File: src/vfrc_pkg.sv
// Constants and types shared by the output-voltage fault-response block.
// Assumes a 50 MHz system clock and a byte-wide command set on the SMBus link.
package vfrc_pkg;
  // ****************************************************************
  // Command codes
  // ****************************************************************
  localparam logic [7:0] CMD_CLEAR_FAULTS = 8'h03;
  localparam logic [7:0] CMD_STORE_ALL = 8'h11;
  localparam logic [7:0] CMD_RESTORE_ALL = 8'h12;
  localparam logic [7:0] CMD_OV_RESP = 8'h41;
  localparam logic [7:0] CMD_UV_RESP = 8'h45;
  localparam logic [7:0] CMD_STATUS_BYTE = 8'h78;
  localparam logic [7:0] CMD_STATUS_WORD = 8'h79;
  localparam logic [7:0] CMD_STATUS_VOUT = 8'h7A;
  localparam logic [7:0] CMD_STATUS_CML = 8'h7E;
  // ****************************************************************
  // Fields, reset values and status bit positions
  // ****************************************************************
  localparam int IGN_BIT = 7;
  localparam int RETRY_BIT = 5;
  localparam int RETRY_LO = 3;
  localparam logic [2:0] RETRY_ALL_OFF = 3'h0;
  localparam logic [2:0] RETRY_ALL_ON = 3'h7;
  localparam logic [7:0] RESP_RESET = 8'hBF;
  localparam logic [7:0] READ_FILL = 8'hFF;
  localparam int SB_OVF_BIT = 5;
  localparam int SB_CML_BIT = 1;
  localparam int SB_OTH_BIT = 0;
  localparam int SW_VOUT_BIT = 7;
  localparam int SV_OVF_BIT = 7;
  localparam int SV_UVF_BIT = 4;
  localparam int CML_IVC_BIT = 7;
  localparam int CML_IVD_BIT = 6;
  // Arbitrary neutral value; the DEV_ADDR parameter sets the real address.
  localparam logic [6:0] DEV_ADDR_DEF = 7'h10;
  // ****************************************************************
  // Timing
  // ****************************************************************
  localparam int unsigned CLK_MHZ = 50;
  localparam int unsigned TON_RISE_US = 3000;
  localparam int unsigned TON_RISE_CYCLES_DEF = TON_RISE_US * CLK_MHZ;
  localparam logic [2:0] DELAY_PERIODS = 3'h7;
  // ****************************************************************
  // Types
  // ****************************************************************
  typedef enum logic [1:0] {
    PWR_RUN = 2'b00,
    PWR_WAIT = 2'b01,
    PWR_START = 2'b11,
    PWR_OFF = 2'b10
  } vfrc_pwr_t;
  typedef enum logic [2:0] {
    BUS_IDLE = 3'b000,
    BUS_ADDR = 3'b001,
    BUS_AACK = 3'b011,
    BUS_WDATA = 3'b010,
    BUS_RDATA = 3'b110,
    BUS_RACK = 3'b111,
    BUS_SKIP = 3'b100
  } vfrc_bus_t;
endpackage : vfrc_pkg

File: src/vfrc_top.sv
// Output-voltage fault-response registers, SMBus byte slave and retry sequencer.
// Assumes fault detector levels on sys_clk and SMBus pins from outside the clock domain.
//
// Summary of operation
// Retry field 000: no restart, output stays off until faults are cleared.
// Retry field 111: soft-start repeats endlessly until run_cmd drops or a fault with retry field 000 latches off.
// Retry writes other than 000/111 are rejected, setting cml, invalid data and alert.
// Only retry bit 5 is kept in storage; the other two follow it.
// Delay 000 means no restart delay, only with retry off; output stays off.
// Delay 111 waits seven rise periods before soft-start, only with retry on.
// Delay bits read as copies of retry bit 5.
// Retry and delay fields reset to all ones.
// Undervoltage sets oth, vout word bit, undervoltage bit and raises alert.
// Undervoltage is judged by the detector against the percent threshold limits.
// Follower strap makes the response commands NACK, flag invalid command, alert.
// Store-all command saves the response registers to nonvolatile copy.
// Default undervoltage response is shutdown then restart after seven rise periods.
// Undervoltage ignore-select chooses ignore or shutdown-retry, default 1.
// Ignore-select 0 keeps running while status bits and alert are still set.
// Ignore-select 1 shuts output down and restarts per retry field.
// Layout: bit 7 ignore, bit 6 zero, bits 5-3 retry, bits 2-0 delay.
// Overvoltage sets its status-byte bit, vout word bit, vout bit and alert.
// Overvoltage ignore-select defaults 1; 0 ignores, 1 shuts down and retries.
`timescale 1ns/1ps
module vfrc_top #(
  parameter int unsigned TON_RISE_CYCLES = vfrc_pkg::TON_RISE_CYCLES_DEF,
  parameter logic [6:0] DEV_ADDR = vfrc_pkg::DEV_ADDR_DEF
) (
  input wire logic sys_clk,
  input wire logic rst,
  input wire logic scl,
  input wire logic sda_in,
  output logic sda_out,
  output logic sda_oe,
  output logic smbalert_out,
  output logic smbalert_oe,
  input wire logic follower_strap,
  input wire logic run_cmd,
  input wire logic uv_detect,
  input wire logic ov_detect,
  output logic power_en,
  output logic soft_start
);
  import vfrc_pkg::*;

  function automatic logic [7:0] resp_image(input logic ign, input logic retry);
    resp_image = {ign, 1'b0, {3{retry}}, {3{retry}}};
  endfunction : resp_image

  function automatic logic [7:0] bit_at(input logic v, input int pos);
    bit_at = 8'(v) << pos;
  endfunction : bit_at

  // ****************************************************************
  // Pin synchronisers and strap capture
  // ****************************************************************
  logic [2:0] scl_sy;
  logic [2:0] sda_sy;
  logic [1:0] strap_sy;
  logic follower;
  logic [1:0] strap_wait;

  always_ff @(posedge sys_clk) begin
    if (rst) begin
      scl_sy <= 3'h7;
      sda_sy <= 3'h7;
      strap_sy <= 2'h0;
    end else begin
      scl_sy <= {scl_sy[1:0], scl};
      sda_sy <= {sda_sy[1:0], sda_in};
      strap_sy <= {strap_sy[0], follower_strap};
    end
  end

  // The strap is caught once after reset so a glitch later cannot unlock commands.
  // Capture waits for the third edge, when the synchroniser holds a real pin sample.
  always_ff @(posedge sys_clk) begin
    if (rst) begin
      follower <= 1'b0;
      strap_wait <= 2'h0;
    end else if (strap_wait != 2'h3) begin
      strap_wait <= strap_wait + 2'h1;
      if (strap_wait == 2'h2) begin
        follower <= strap_sy[1];
      end
    end
  end

  wire scl_rise = scl_sy[1] & ~scl_sy[2];
  wire scl_fall = ~scl_sy[1] & scl_sy[2];
  wire start_cond = scl_sy[1] & scl_sy[2] & sda_sy[2] & ~sda_sy[1];
  wire stop_cond = scl_sy[1] & scl_sy[2] & ~sda_sy[2] & sda_sy[1];

  // ****************************************************************
  // Bus decode
  // ****************************************************************
  vfrc_bus_t bus_st;
  logic [2:0] bit_cnt;
  logic [7:0] shreg;
  logic byte_done;
  logic rd_mode;
  logic byte_idx;
  logic second;
  logic [7:0] cmd;
  logic uv_ign;
  logic uv_retry;
  logic ov_ign;
  logic ov_retry;
  logic nv_uv_ign;
  logic nv_uv_retry;
  logic nv_ov_ign;
  logic nv_ov_retry;
  logic sb_ovf;
  logic sb_oth;
  logic sb_cml;
  logic sw_vfw;
  logic sv_ovf;
  logic sv_uvf;
  logic cml_ivc;
  logic cml_ivd;

  wire byte_end = scl_fall & byte_done;
  wire in_cmd = byte_end && (bus_st == BUS_WDATA) && !byte_idx;
  wire in_data = byte_end && (bus_st == BUS_WDATA) && byte_idx;
  wire resp_code = (shreg == CMD_UV_RESP) || (shreg == CMD_OV_RESP);
  wire send_code = (shreg == CMD_CLEAR_FAULTS) || (shreg == CMD_STORE_ALL) || (shreg == CMD_RESTORE_ALL);
  wire stat_code = (shreg == CMD_STATUS_BYTE) || (shreg == CMD_STATUS_WORD) || (shreg == CMD_STATUS_VOUT)
                   || (shreg == CMD_STATUS_CML);
  wire locked = follower & resp_code;
  wire cmd_ack = (resp_code | send_code | stat_code) & ~locked;
  wire ivc_evt = in_cmd & ~cmd_ack;
  wire cmd_is_resp = (cmd == CMD_UV_RESP) || (cmd == CMD_OV_RESP);
  wire retry_ok = (shreg[RETRY_BIT:RETRY_LO] == RETRY_ALL_OFF) || (shreg[RETRY_BIT:RETRY_LO] == RETRY_ALL_ON);
  wire resp_wr = in_data & cmd_is_resp & ~rd_mode;
  wire wr_bad = resp_wr & ~retry_ok;
  wire uv_wr = resp_wr & retry_ok & (cmd == CMD_UV_RESP);
  wire ov_wr = resp_wr & retry_ok & (cmd == CMD_OV_RESP);
  wire clr_evt = in_cmd & (shreg == CMD_CLEAR_FAULTS);
  wire store_evt = in_cmd & (shreg == CMD_STORE_ALL);
  wire restore_evt = in_cmd & (shreg == CMD_RESTORE_ALL);
  wire [7:0] uv_image = resp_image(uv_ign, uv_retry);
  wire [7:0] ov_image = resp_image(ov_ign, ov_retry);
  wire [7:0] status_byte = bit_at(sb_ovf, SB_OVF_BIT) | bit_at(sb_cml, SB_CML_BIT) | bit_at(sb_oth, SB_OTH_BIT);
  wire [7:0] status_hi = bit_at(sw_vfw, SW_VOUT_BIT);
  wire [7:0] status_vout = bit_at(sv_ovf, SV_OVF_BIT) | bit_at(sv_uvf, SV_UVF_BIT);
  wire [7:0] status_cml = bit_at(cml_ivc, CML_IVC_BIT) | bit_at(cml_ivd, CML_IVD_BIT);
  wire [7:0] rd_first = (cmd == CMD_UV_RESP) ? uv_image :
                        (cmd == CMD_OV_RESP) ? ov_image :
                        (cmd == CMD_STATUS_BYTE || cmd == CMD_STATUS_WORD) ? status_byte :
                        (cmd == CMD_STATUS_VOUT) ? status_vout :
                        (cmd == CMD_STATUS_CML) ? status_cml : READ_FILL;
  wire [7:0] tx_byte = !second ? rd_first : (cmd == CMD_STATUS_WORD) ? status_hi : READ_FILL;
  wire load_tx = (bus_st == BUS_RACK) || ((bus_st == BUS_AACK) && rd_mode && sda_oe);

  // ****************************************************************
  // SMBus byte slave
  // ****************************************************************
  // No clock stretching: the host must allow each byte to be decoded within one sys_clk.
  always_ff @(posedge sys_clk) begin
    if (rst) begin
      bus_st <= BUS_IDLE;
      bit_cnt <= 3'h0;
      shreg <= 8'h00;
      byte_done <= 1'b0;
      rd_mode <= 1'b0;
      byte_idx <= 1'b0;
      second <= 1'b0;
      cmd <= 8'h00;
      sda_oe <= 1'b0;
      sda_out <= 1'b0;
    end else if (start_cond) begin
      bus_st <= BUS_ADDR;
      bit_cnt <= 3'h0;
      byte_done <= 1'b0;
      byte_idx <= 1'b0;
      second <= 1'b0;
      sda_oe <= 1'b0;
    end else if (stop_cond) begin
      bus_st <= BUS_IDLE;
      sda_oe <= 1'b0;
    end else if (scl_rise) begin
      case (bus_st)
        BUS_ADDR, BUS_WDATA: begin
          shreg <= {shreg[6:0], sda_sy[1]};
          bit_cnt <= bit_cnt + 3'h1;
          byte_done <= (bit_cnt == 3'h7);
        end
        BUS_RACK: begin
          if (sda_sy[1]) begin
            bus_st <= BUS_SKIP;
          end else begin
            second <= 1'b1;
          end
        end
        default: begin
        end
      endcase
    end else if (scl_fall) begin
      if (load_tx) begin
        bus_st <= BUS_RDATA;
        shreg <= {tx_byte[6:0], 1'b0};
        sda_oe <= ~tx_byte[7];
        bit_cnt <= 3'h1;
      end else begin
        case (bus_st)
          BUS_ADDR: begin
            if (byte_done) begin
              byte_done <= 1'b0;
              rd_mode <= shreg[0];
              bus_st <= (shreg[7:1] == DEV_ADDR) ? BUS_AACK : BUS_SKIP;
              sda_oe <= (shreg[7:1] == DEV_ADDR);
            end
          end
          BUS_WDATA: begin
            if (byte_done) begin
              byte_done <= 1'b0;
              bus_st <= BUS_AACK;
              sda_oe <= byte_idx ? cmd_is_resp : cmd_ack;
              byte_idx <= 1'b1;
              if (!byte_idx) begin
                cmd <= shreg;
              end
            end
          end
          BUS_AACK: begin
            bus_st <= sda_oe ? BUS_WDATA : BUS_SKIP;
            bit_cnt <= 3'h0;
            sda_oe <= 1'b0;
          end
          BUS_RDATA: begin
            if (bit_cnt == 3'h0) begin
              bus_st <= BUS_RACK;
              sda_oe <= 1'b0;
            end else begin
              sda_oe <= ~shreg[7];
              shreg <= {shreg[6:0], 1'b0};
              bit_cnt <= bit_cnt + 3'h1;
            end
          end
          default: begin
          end
        endcase
      end
    end
  end

  // ****************************************************************
  // Response registers and nonvolatile copy
  // ****************************************************************
  // One retry bit is held; the three field bits and the delay bits are rebuilt from it.
  always_ff @(posedge sys_clk) begin
    if (rst) begin
      uv_ign <= RESP_RESET[IGN_BIT];
      uv_retry <= RESP_RESET[RETRY_BIT];
      ov_ign <= RESP_RESET[IGN_BIT];
      ov_retry <= RESP_RESET[RETRY_BIT];
      nv_uv_ign <= RESP_RESET[IGN_BIT];
      nv_uv_retry <= RESP_RESET[RETRY_BIT];
      nv_ov_ign <= RESP_RESET[IGN_BIT];
      nv_ov_retry <= RESP_RESET[RETRY_BIT];
    end else begin
      if (uv_wr) begin
        uv_ign <= shreg[IGN_BIT];
        uv_retry <= shreg[RETRY_BIT];
      end else if (restore_evt) begin
        uv_ign <= nv_uv_ign;
        uv_retry <= nv_uv_retry;
      end
      if (ov_wr) begin
        ov_ign <= shreg[IGN_BIT];
        ov_retry <= shreg[RETRY_BIT];
      end else if (restore_evt) begin
        ov_ign <= nv_ov_ign;
        ov_retry <= nv_ov_retry;
      end
      if (store_evt) begin
        nv_uv_ign <= uv_ign;
        nv_uv_retry <= uv_retry;
        nv_ov_ign <= ov_ign;
        nv_ov_retry <= ov_retry;
      end
    end
  end

  // ****************************************************************
  // Status bits and alert
  // ****************************************************************
  // The detector levels already carry the percent-limit comparison.
  // A set arriving with a clear wins, so no fault is lost.
  always_ff @(posedge sys_clk) begin
    if (rst) begin
      sb_ovf <= 1'b0;
      sb_oth <= 1'b0;
      sb_cml <= 1'b0;
      sw_vfw <= 1'b0;
      sv_ovf <= 1'b0;
      sv_uvf <= 1'b0;
      cml_ivc <= 1'b0;
      cml_ivd <= 1'b0;
      smbalert_oe <= 1'b0;
      smbalert_out <= 1'b0;
    end else begin
      sb_oth <= uv_detect | (sb_oth & ~clr_evt);
      sv_uvf <= uv_detect | (sv_uvf & ~clr_evt);
      sb_ovf <= ov_detect | (sb_ovf & ~clr_evt);
      sv_ovf <= ov_detect | (sv_ovf & ~clr_evt);
      sw_vfw <= uv_detect | ov_detect | (sw_vfw & ~clr_evt);
      sb_cml <= wr_bad | ivc_evt | (sb_cml & ~clr_evt);
      cml_ivd <= wr_bad | (cml_ivd & ~clr_evt);
      cml_ivc <= ivc_evt | (cml_ivc & ~clr_evt);
      smbalert_oe <= |{sb_ovf, sb_oth, sb_cml, sw_vfw};
    end
  end

  // ****************************************************************
  // Shutdown and retry sequencer
  // ****************************************************************
  vfrc_pwr_t pwr_st;
  logic uv_prev;
  logic ov_prev;
  logic latched;
  logic [2:0] period_cnt;
  logic [31:0] div_cnt;

  wire uv_rise = uv_detect & ~uv_prev;
  wire ov_rise = ov_detect & ~ov_prev;
  wire uv_shut = uv_rise & uv_ign;
  wire ov_shut = ov_rise & ov_ign;
  wire shut_evt = (uv_shut | ov_shut) & run_cmd & (pwr_st != PWR_OFF);
  wire no_retry = (uv_shut & ~uv_retry) | (ov_shut & ~ov_retry);
  wire rise_tick = (div_cnt == TON_RISE_CYCLES - 1);

  always_ff @(posedge sys_clk) begin
    if (rst) begin
      uv_prev <= 1'b0;
      ov_prev <= 1'b0;
      latched <= 1'b0;
    end else begin
      uv_prev <= uv_detect;
      ov_prev <= ov_detect;
      latched <= (shut_evt & no_retry) | (latched & ~clr_evt);
    end
  end

  // The divider makes the one-cycle rise-period enable and restarts on each transition.
  always_ff @(posedge sys_clk) begin
    if (rst || shut_evt || rise_tick || pwr_st == PWR_RUN || pwr_st == PWR_OFF) begin
      div_cnt <= 32'h0;
    end else begin
      div_cnt <= div_cnt + 32'h1;
    end
  end

  always_ff @(posedge sys_clk) begin
    if (rst) begin
      pwr_st <= PWR_OFF;
      period_cnt <= 3'h0;
    end else if (!run_cmd) begin
      pwr_st <= PWR_OFF;
    end else if (shut_evt) begin
      pwr_st <= no_retry ? PWR_OFF : PWR_WAIT;
      period_cnt <= 3'h0;
    end else begin
      case (pwr_st)
        PWR_WAIT: begin
          if (rise_tick) begin
            period_cnt <= period_cnt + 3'h1;
            if (period_cnt == DELAY_PERIODS - 3'h1) begin
              pwr_st <= PWR_START;
            end
          end
        end
        PWR_START: begin
          if (rise_tick) begin
            pwr_st <= PWR_RUN;
          end
        end
        PWR_OFF: begin
          if (!latched) begin
            pwr_st <= PWR_START;
          end
        end
        default: begin
        end
      endcase
    end
  end

  always_ff @(posedge sys_clk) begin
    if (rst) begin
      power_en <= 1'b0;
      soft_start <= 1'b0;
    end else begin
      power_en <= (pwr_st == PWR_RUN) || (pwr_st == PWR_START);
      soft_start <= (pwr_st == PWR_START);
    end
  end

  logic [31:0] wait_len;
  always_ff @(posedge sys_clk) begin
    if (rst || shut_evt || pwr_st != PWR_WAIT) begin
      wait_len <= 32'h0;
    end else begin
      wait_len <= wait_len + 32'h1;
    end
  end
endmodule : vfrc_top

File: config.mk
export PLATFORM = sky130hd
export DESIGN_NAME = vfrc_top
export DESIGN_NICKNAME = d
export VERILOG_FILES = /design/src/vfrc_pkg.sv /design/src/vfrc_top.sv
export SDC_FILE = /design/constraint.sdc
export NUM_CORES = 1
export LEC_CHECK = 0
export ABC_AREA = 1
export BUFFER_PORTS_ARGS = -buffer_cell sky130_fd_sc_hd__buf_2
export CAP_MARGIN = 40
export CORE_UTILIZATION = 45
export CTS_CLUSTER_SIZE = 16
export DETAILED_ROUTE_END_ITERATION = 10
export HOLD_SLACK_MARGIN = 0.08
export PLACE_DENSITY = 0.65
export SLEW_MARGIN = 20
export SYNTH_ARGS = -nofsm -noshare
export SYNTH_HDL_FRONTEND = slang
export SYNTH_SLANG_ARGS = --single-unit
export TNS_END_PERCENT = 10
File: constraint.sdc
create_clock -name sys_clk -period 2 [get_ports sys_clk]
set_input_delay 0.2 -clock sys_clk [delete_from_list [all_inputs] [get_ports sys_clk]]
set_output_delay 0.2 -clock sys_clk [all_outputs]
set_load 0.005 [all_outputs]
[Yosys cells after proc, flatten, opt, wreduce, memory -nomap -nowiden]
Cells that the tools add are included.
Cells by class
  reductions and logical operators: 54
  order comparisons: 0
  $mul: 0
  div/mod/pow operators: 0
  shift-type cells: 0
  mux-type cells: 61
  bitwise operators: 78
  equality and inequality tests: 52
  add/sub/neg operators: 4
Operators with widths (number)
  two-way mux 8 bit: 13
  equality test 8 x 7 -> 1 bit (second input constant): 12
  two-way mux 3 bit: 18
  bitwise AND 1 bit: 38
  adder 32 x 1 -> 32 bit (second input constant): 1
  equality test 32 x 18 -> 1 bit (second input constant): 1
  inequality test 3 bit (second input constant): 7
  NOT 1 bit: 21
  AND reduction 7 bit: 3
  two-way mux 1 bit: 20
  AND reduction 5 bit: 4
  inequality test 6 bit (second input constant): 3
  equality test 8 x 5 -> 1 bit (second input constant): 2
  inequality test 4 bit (second input constant): 4
  equality test 3 bit (second input constant): 5
  logical OR 1 bit: 15
  OR 1 bit: 15
  two-way mux 2 bit: 6
  case mux 3 bit (4 select lines): 1
  AND reduction 6 bit: 2
  nonzero test 4 bit: 3
  inequality test 2 bit (second input constant): 5
  nonzero test 2 bit: 5
  equality test 8 x 2 -> 1 bit (second input constant): 1
  other kinds (33): 44
Word-level totals
  ROM bits: 0
  bits in writable memories: 0
  bits in latches: 0
  output and inout bits: 6
  logic and storage cells: 289
  bits in registers: 97
  memories kept: 0
  input bits: 8

[Longest topological paths before layout]
Gate-level depths: netlist of run 1.
  depth in word-level cells: 10
  depth in mapped cells: 13
  depth with buffers taken out: 13

[Worst setup path before layout of run 1]
No wires, ideal clock.
  kind: register to register
  start point: register div_cnt[0]
  end point: register div_cnt[30]
  arrival time: 1.489 ns
  buffers on the path: 1
  path slack: 0.390 ns
  clock period less this slack: 1.610 ns
  setup time: 0.121 ns
  stages on the path, launching flop included: 8
  required time: 1.879 ns
  path through: dfxtp_1 -> ha_1 -> nand3_2 -> or2_0 -> nand3b_4 -> o211ai_2 -> buf_2 -> nor3b_1
Between the ends
  word-level cells in the longest chain between the ends: 4
  elaborated cells on any way between the ends: 5
  classes of those cells: add/sub (1); eq/ne (1); reduce/logical (3)
Ends and longest elaborated chain
  from (decl): line vfrc_top.sv:323  | logic [31:0] div_cnt;
  from (signal assigned): line vfrc_top.sv:350  | div_cnt <= div_cnt + 32'h1;
  branches (longest 4 deep; another with adder 32 x 1 -> 32 bit)
Parallel ways; which one is timed is not known.
A chain may end at the register's enable or synchronous reset.

[Worst setup path after layout of run 1]
  start point: register scl_sy[1]
  end point: register bit_cnt[0]
Between the ends
  word-level cells in the longest chain between the ends: 5
  elaborated cells on any way between the ends: 16
  classes of those cells: eq/ne (2); mux (1); bitwise (9); reduce/logical (4)
Ends and longest elaborated chain
  from (decl): line vfrc_top.sv:57  | logic [2:0] scl_sy;
  from (signal assigned): line vfrc_top.sv:69  | scl_sy <= {scl_sy[1:0], scl};
  bitwise AND 1 bit: line vfrc_top.sv:91, vfrc_top.sv:92
  bitwise AND 1 bit (2 in a row): line vfrc_top.sv:92  | wire stop_cond = scl_sy[1] & scl_sy[2] & ~sda_sy[2] & sda_sy[1];
  NOT 1 bit (no line)
  AND reduction 5 bit (no line)
  to (signal assigned): line vfrc_top.sv:185  | bit_cnt <= bit_cnt + 3'h1;
  to (signal assigned): line vfrc_top.sv:237  | bit_cnt <= bit_cnt + 3'h1;
  to (decl): line vfrc_top.sv:98  | logic [2:0] bit_cnt;
Parallel ways exist; a longest one is shown, timed or not.

==> impl_results.rst, run 1 <==
.. list-table::
   :header-rows: 1

   * - Metric
     - Value
   * - Upper clock frequency limit
     - 550 MHz
   * - Via density
     - 5.20
   * - Kind of start point of the critical path
     - flop
   * - Area Growth Syn to Fin
     - 10.5%
   * - Worst Skew
     - 9.53 ps
   * - Relative slew slack
     - 65.7%
   * - Number of standard-cell rows in the floorplan
     - 38
   * - Reported leakage power
     - 2.42 nW
   * - Maximum clock insertion buffer count
     - 2
   * - Initial DRC Count
     - 228
   * - Core box area
     - 11000 um^2
   * - Critical Path, Cell by Cell
     - ha_1 > inv_1 > o21ai_0 > inv_1 > nand3_1 > nand3_1 > o21ai_0 > a21oi_1
   * - Number of enable-type register cells in the synthesized netlist
     - 0
   * - Maximum number of pins on one net before global-route repair
     - 33
   * - Drt total wl
     - 11.9 mm
   * - Die height
     - 110 um
   * - Worst hold path depth
     - 2
   * - Cell with the biggest individual delay on the critical path
     - sky130_fd_sc_hd__dfxtp_1
   * - Warnings from Yosys
     - 0
   * - Global-route total usage across every layer
     - 22.3%
   * - Clock Pin Slew Worst Setup and Hold Paths
     - 70 ps
   * - Placed cell area
     - 5430 um^2
   * - Cell types occupying the most area after synthesis
     - sky130_fd_sc_hd__dfxtp_1 (37%), sky130_fd_sc_hd__nand2_1 (11%), sky130_fd_sc_hd__nor2_1 (7.1%), sky130_fd_sc_hd__inv_1 (7.0%), sky130_fd_sc_hd__a21oi_1 (4.7%)
   * - Length in cells of the worst reg-to-reg path
     - 8
   * - Setup violators final
     - 0
   * - Worst min-delay path class
     - input port to flop
   * - Synthesized netlist cell count
     - 748
   * - Unique masters post-synth
     - 47
   * - Slew at the pin closest to its max-slew limit
     - 515 ps
   * - Largest voltage drop on the vdd net
     - 0.000697 V
   * - Avg WL per Cell
     - 13.1 um
   * - Design area
     - 5750 um^2
   * - Commonest register cell after synthesis
     - sky130_fd_sc_hd__dfxtp_1
   * - Maximum level of the CTS H-tree
     - 3
   * - I/O pin count
     - 14
   * - Post-CTS resize count
     - 0
   * - Post-synthesis area per instance
     - 6.96 um^2
   * - Weighted congestion reported at the end of routability-driven placement
     - 0.921
   * - Horizontal die dimension
     - 110 um
   * - Detailed-placement wirelength estimate
     - 9.03 mm
   * - Post-synthesis sequential element count
     - 97
   * - Starting density of the core
     - 47.2%
   * - Class of the most critical setup path
     - flop to flop
   * - Dominant cell type by area after synthesis
     - sky130_fd_sc_hd__dfxtp_1
   * - Final sum of negative setup slack
     - 0 ps
   * - Setup slack on the worst flop-to-flop path
     - 180 ps
   * - Critical Path Sink Type
     - flop
   * - Area enclosed by the die boundary
     - 12000 um^2
   * - Maximum capacitance violations
     - 0
   * - Setup bufs post-CTS
     - 0
   * - Via count of the first global-routing pass
     - 4510
   * - Min Clock Period, post-route
     - 1820 ps
   * - Unrepaired setup endpoints after global routing
     - no
   * - Total power per unit cell area
     - 700 nW/um^2
   * - Endpoint of the worst hold path
     - power_en
   * - Initial antenna violation count
     - 0
   * - # diodes
     - 0
   * - Overall power
     - 4.03 mW
   * - Total congestion overflow
     - 0
   * - Post-Synthesis Cell Area
     - 5200 um^2
   * - Proportion of layout cells with a drive suffix above 1
     - 11.5%
   * - Worst reg2reg path endpoint
     - bit_cnt[0]
   * - Total number of vias
     - 4757
   * - Worst R2R Start
     - scl_sy[1]
   * - Final worst-path cycle share
     - 90.8%
   * - HP Start
     - rst
   * - Sequential-to-total area share from yosys stat
     - 37.3%
   * - Share of the synthesized area in the top cell type
     - 37.3%
   * - Arrival @ worst endpoint
     - 2050 ps
   * - Clock tree root buffer cell
     - sky130_fd_sc_hd__clkbuf_16
   * - Asr flop ratio synth
     - 0%
   * - Clock latency on the worst-skew pair
     - 350 ps
   * - Number of buffers added on ports
     - 11
   * - Total iterations of the first detailed-routing run
     - 5
   * - Crit path required time
     - 2230 ps
   * - Wire length of the first global-routing pass
     - 20.8 mm
   * - Fraction of the core area covered by cells at the end of the flow
     - 52.1%
   * - Final ANT Viol Nets
     - 0
   * - Hold violation count in the final report
     - 0
   * - Top-count cell post-synth
     - sky130_fd_sc_hd__nand2_1
   * - Leading cell types by count after synthesis
     - sky130_fd_sc_hd__nand2_1 (157), sky130_fd_sc_hd__nor2_1 (98), sky130_fd_sc_hd__dfxtp_1 (97), sky130_fd_sc_hd__inv_1 (97), sky130_fd_sc_hd__a21oi_1 (49)
   * - Highest fanout seen on the critical path
     - 7
   * - Drt drc
     - 0
   * - Total count of max-transition violations in the final report
     - 0
   * - Clock tree from TritonCTS
     - built
   * - Status
     - complete, no violations
   * - Worst path max stage delay
     - 370 ps
   * - Final-stage net count
     - 792
   * - CTS sink count
     - 97
   * - Number of buffers inserted during clock tree synthesis
     - 9
## layout make-up
class	instances	area, um^2
sequential	97	1940
timing repair buffer	22	158
clock buffer	10	239
tap	140	175
fill	1103	5280
multi-input combinational	535	2800
inverter	104	390
clock inverter	6	48.8
## layer usage
metal / up-vias / part of all wire, % / global-route usage, %
met5: - / 0 / 0
met4: 0 / 2.0 / 7.24
met3: 25 / 4.4 / 5.69
met2: 102 / 44 / 35.6
met1: 2161 / 49 / 29.4
li1: 2469 / - / -
## cells by family (layout without fill, tap and decap cells)
kind of cell               count (synthesis)  after routing  share of synthesized area, %
adders and majority gates                 15             15                          3.61
xor gates and xnor gates                  12             12                          2.02
other                                      1              2                        0.0721
buffers and inverters                    117            142                          8.97
AOI/OAI and AO/OA                        115            115                          12.6
and+or+nand+nor                          391            391                          35.4
DFF                                       97             97                          37.3
## placed cells by master, fill, tap and decap left out, types with 9 or more instances in the layout
cell type / Yosys / final
sky130_fd_sc_hd__clkbuf_16: 0 / 9
sky130_fd_sc_hd__o211ai_1: 9 / 9
sky130_fd_sc_hd__nand4_1: 12 / 12
sky130_fd_sc_hd__buf_2: 4 / 11
sky130_fd_sc_hd__or2_2: 10 / 10
sky130_fd_sc_hd__a21oi_1: 49 / 49
sky130_fd_sc_hd__nor2_1: 98 / 98
sky130_fd_sc_hd__nor2_2: 9 / 9
sky130_fd_sc_hd__dfxtp_1: 97 / 97
sky130_fd_sc_hd__inv_1: 97 / 97
sky130_fd_sc_hd__nor3_1: 23 / 23
sky130_fd_sc_hd__nand2_1: 157 / 157
sky130_fd_sc_hd__o21ai_0: 29 / 29
sky130_fd_sc_hd__ha_1: 15 / 15
sky130_fd_sc_hd__nand3_1: 42 / 42
## worst max-delay path by stage
stage                     startpoint           to  slack [ps]  cells past startpoint
after floorplan           div_cnt[0]  div_cnt[30]         390                      7
after global placement     scl_sy[1]      rd_mode         210                      7
after detailed placement   scl_sy[1]     shreg[5]         240                      8
after CTS                  scl_sy[1]   bit_cnt[0]         200                      8
after global routing      div_cnt[0]  div_cnt[26]           8                      8
final                      scl_sy[1]   bit_cnt[0]         180                      8
## state kept, by name, summed over array words and instances, names as in the netlist, 3 cells and up
| register | cells |
|---|---|
| bit_cnt | 3 |
| bus_st | 3 |
| cmd | 8 |
| div_cnt | 32 |
| period_cnt | 3 |
| scl_sy | 3 |
| sda_sy | 3 |
| shreg | 8 |
## worst max-delay path: cells and delay by family, from the launching register on
kind | cells | cell delay (ps)
AOI/OAI and AO/OA | 3 | 400
and+or+nand+nor | 2 | 260
buffers and inverters | 2 | 300
adders and majority gates | 1 | 350
DFF | 1 | 370
## stage by stage
step                      hold slack (ps)  setup WS (ps)  cells
final                                94.2            183    914
after global routing                  102           8.38    914
after CTS                            88.7            200    914
after detailed placement              395            243    895
after global placement                392            215    895
after floorplan                       304            390    749
## power breakdown
| part | total, mW | switching (mW) | internal, mW |
|---|---|---|---|
| sequential | 2.02 | 0.0358 | 1.98 |
| combinational | 0.341 | 0.216 | 0.125 |
| clock | 1.67 | 0.778 | 0.890 |
| total | 4.03 | 1.03 | 3.00 |
## repair_timing
item | in CTS | in global routing
endpoints found under the setup margin | 0 | 0
endpoints found under the hold margin | 3 | 0
hold buffers | 3 | 0
Note: power is estimated with default switching activity, not from simulation.
==> inputs of run 2 (changes only) <==
- ABC_AREA: 1 -> unset
==> run 2 against run 1 <==
Compared with the run above: synthesized area down 1.9%; fmax decreased by 6.1%; clock skew hardly changed; sequential share of layout area shrank 0.33 points; setup slack worse by 120 ps; final area up 1.2%; register-to-register slack worse by 120 ps; via count fell by 7.9%; sequential cell count unchanged; die area decreased by 1.9%; critical path type unchanged; critical endpoint is now div_cnt[4]; largest cell class unchanged; highest routed layer unchanged.
==> impl_results.rst, run 2 <==
.. list-table::
   :header-rows: 1

   * - Metric
     - Value
   * - Kind of start point of the critical path
     - flop
   * - Non-filler instance count after layout
     - 763
   * - Source of the critical timing path
     - pwr_st[0]
   * - Cell with the biggest individual delay on the critical path
     - sky130_fd_sc_hd__or4_4
   * - Clock latency on the worst-skew pair
     - 340 ps
   * - Total congestion overflow
     - 0
   * - Cell family with most CP delay
     - simple AND/OR/NAND/NOR gates
   * - Worst min-delay path class
     - input port to flop
   * - Warnings from Yosys
     - 0
   * - Wire length of the first global-routing pass
     - 19.0 mm
   * - Unique masters post-synth
     - 73
   * - Number of placed instances with taps included
     - 742
   * - Initial antenna violation count
     - 0
   * - Proportion of layout cells with a drive suffix above 1
     - 16.1%
   * - Critical Path, Cell by Cell
     - inv_1 > ha_1 > or4_4 > or2_4 > clkbuf_16 > nor2_1
   * - Number of buffers added on ports
     - 11
   * - Total number of vias
     - 4381
   * - Sequential-to-total area share from yosys stat
     - 38.0%
   * - Slew at the pin closest to its max-slew limit
     - 569 ps
   * - Post-Synthesis Cell Area
     - 5100 um^2
   * - Status
     - complete, no violations
   * - CTS sink count
     - 97
   * - Combined area of the multi-input logic cells
     - 2940 um^2
   * - Reported leakage power
     - 2.04 nW
   * - Dominant cell type by area after synthesis
     - sky130_fd_sc_hd__dfxtp_1
   * - Area enclosed by the die boundary
     - 11800 um^2
   * - Maximum capacitance violations
     - 0
   * - Final sum of negative setup slack
     - 0 ps
   * - Area Growth Syn to Fin
     - 14.0%
   * - Arrival @ worst endpoint
     - 2210 ps
   * - Worst R2R Start
     - pwr_st[0]
   * - Flip-flop count of the largest register after layout
     - 32
   * - Relative slew slack
     - 62.0%
   * - Worst Skew
     - 9.58 ps
   * - Worst path max stage delay
     - 560 ps
   * - Endpoint of the worst hold path
     - sb_oth
   * - Worst hold path depth
     - 3
   * - Via density
     - 5.74
   * - Hold violation count in the final report
     - 0
   * - Clock tree from TritonCTS
     - built
   * - I/O pin count
     - 14
   * - Sequential cell area in the final layout
     - 1950 um^2
   * - Largest voltage drop on the vdd net
     - 0.000494 V
   * - Setup slack on the worst flop-to-flop path
     - 70 ps
   * - Starting density of the core
     - 46.7%
   * - Total count of max-transition violations in the final report
     - 0
   * - Post-synthesis sequential element count
     - 97
   * - Class of the most critical setup path
     - flop to flop
   * - Maximum number of pins on one net before global-route repair
     - 34
   * - Synthesized netlist cell count
     - 596
   * - Largest registers in the final layout
     - div_cnt: 32 flops, cmd: 8 flops, shreg: 8 flops
   * - Initial DRC Count
     - 370
   * - Via count of the first global-routing pass
     - 4138
   * - Final-stage net count
     - 641
   * - Post-synthesis area per instance
     - 8.57 um^2
   * - Worst Hold Margin
     - 136 ps
   * - Min Clock Period, post-route
     - 1930 ps
   * - HP Start
     - uv_detect
   * - Most flops, register
     - div_cnt
   * - Global-route total usage across every layer
     - 20.4%
   * - FILL cells
     - 987
   * - Number of buffer and inverter stages on the critical path
     - 2
   * - Drt drc
     - 0
   * - Asr flop ratio synth
     - 0%
   * - Number of buffers inserted during clock tree synthesis
     - 9
   * - Final worst-path cycle share
     - 96.7%
   * - Clock Pin Slew Worst Setup and Hold Paths
     - 70 ps
   * - Horizontal die dimension
     - 109 um
   * - Maximum level of the CTS H-tree
     - 3
   * - Weighted congestion reported at the end of routability-driven placement
     - 0.905
   * - # diodes
     - 0
   * - Upper clock frequency limit
     - 517 MHz
   * - Cell types occupying the most area after synthesis
     - sky130_fd_sc_hd__dfxtp_1 (38%), sky130_fd_sc_hd__nor2_1 (6.5%), sky130_fd_sc_hd__mux2i_1 (3.9%), sky130_fd_sc_hd__ha_1 (3.7%), sky130_fd_sc_hd__xnor2_1 (3.6%)
   * - Avg WL per Cell
     - 15.0 um
   * - Unrepaired setup endpoints after global routing
     - yes
   * - Die height
     - 109 um
   * - Worst reg2reg path endpoint
     - div_cnt[4]
   * - Share of the synthesized area in the top cell type
     - 38.0%
   * - Most common cell after layout, fill and taps aside
     - sky130_fd_sc_hd__dfxtp_1
   * - Total iterations of the first detailed-routing run
     - 5
   * - Setup violators final
     - 0
   * - Number of enable-type register cells in the synthesized netlist
     - 0
   * - Leading cell types by count after synthesis
     - sky130_fd_sc_hd__dfxtp_1 (97), sky130_fd_sc_hd__nor2_1 (88), sky130_fd_sc_hd__inv_1 (33)
   * - Final WS setup
     - 65.4 ps
   * - Core box area
     - 10900 um^2
   * - Critical Path Sink Type
     - flop
   * - Maximum clock insertion buffer count
     - 2
   * - Highest fanout seen on the critical path
     - 15
   * - Total power per unit cell area
     - 700 nW/um^2
   * - Number of standard-cell rows in the floorplan
     - 38
   * - Overall power
     - 4.08 mW
   * - Commonest register cell after synthesis
     - sky130_fd_sc_hd__dfxtp_1
   * - Length in cells of the worst reg-to-reg path
     - 6
   * - Commonest non-fill, non-tap cells in the layout
     - sky130_fd_sc_hd__dfxtp_1 (94), sky130_fd_sc_hd__nor2_1 (88), sky130_fd_sc_hd__inv_1 (33), sky130_fd_sc_hd__nand2_1 (32)
   * - Crit path required time
     - 2280 ps
   * - Place WS
     - -4.62 ps
   * - Final ANT Viol Nets
     - 0
   * - Detailed-placement wirelength estimate
     - 8.18 mm
   * - Clock tree root buffer cell
     - sky130_fd_sc_hd__clkbuf_16
   * - Drt total wl
     - 11.4 mm
   * - Top-count cell post-synth
     - sky130_fd_sc_hd__dfxtp_1
==> run 2: worst max path at each step <==
| stage | to | slack, ps | depth (start not counted) |
|---|---|---|---|
| 2_1_floorplan | shreg[1] | 90 | 7 |
| 6_report | div_cnt[4] | 70 | 6 |
| 3_3_place_gp | shreg[6] | 60 | 7 |
| 3_5_place_dp | bus_st[1] | -5 | 7 |
| 4_1_cts | uv_ign | -8 | 7 |
| 5_1_grt | bus_st[1] | -6 | 5 |
==> run 2: area by class of cell <==
cell class | count | area share [%]
sequential | 97 | 33.4
multi-input combinational | 434 | 50.6
tap | 140 | 3.01
clock inverter | 7 | 0.989
timing repair buffer | 43 | 6.00
inverter | 33 | 2.13
clock buffer | 9 | 3.87
==> run 2: what timing repair did <==
item                                   CTS  global route
resized for setup                        1            17
hold buffers                             3             0
setup endpoints to repair                3            51
setup buffers                            1             0
gates cloned                             0             1
endpoints found under the hold margin    3             0
pin swaps                                1             2
==> run 2: cell families (layout without fill, tap and decap cells) <==
| logic type | count (synthesis) | in the layout | share of synthesized area, % |
|---|---|---|---|
| DFF | 97 | 97 | 38.0 |
| and+or+nand+nor | 265 | 265 | 28.9 |
| AOI/OAI and AO/OA | 100 | 100 | 14.0 |
| adders and majority gates | 15 | 15 | 3.68 |
| other | 1 | 2 | 0.0735 |
| buffers and inverters | 66 | 92 | 5.91 |
| muxes | 20 | 20 | 3.92 |
| xor gates and xnor gates | 32 | 32 | 5.49 |
==> run 2: per-stage QoR <==
step / cell area, um^2 / utilization [%]
2_1_floorplan: 5110 / -
3_3_place_gp: 5390 / 49.3
3_5_place_dp: 5390 / 49.3
4_1_cts: 5710 / 52.2
5_1_grt: 5820 / 53.2
6_report: 5820 / 53.2
==> run 2: routing by layer <==
metal	vias to the layer above	global-route usage, %	routed length, um	share of wire (%)
li1	2159	-	-	-
met1	2080	27.4	5460	48
met2	124	31.7	5190	45
met3	18	3.50	574	5.0
met4	0	9.56	203	1.8
met5	-	0	0	0
==> run 2: power breakdown <==
part,switching (mW),total [mW],internal [mW]
Combinational,0.228,0.400,0.172
Clock,0.786,1.65,0.866
Sequential,0.0426,2.03,1.98
==> run 2: worst reg2reg max path: stages (launching register included) <==
cell and delay, ps:
sky130_fd_sc_hd__dfxtp_1 380, sky130_fd_sc_hd__inv_1 80, sky130_fd_sc_hd__ha_1 260, sky130_fd_sc_hd__or4_4 560
sky130_fd_sc_hd__or2_4 300, sky130_fd_sc_hd__clkbuf_16 190, sky130_fd_sc_hd__nor2_1 110
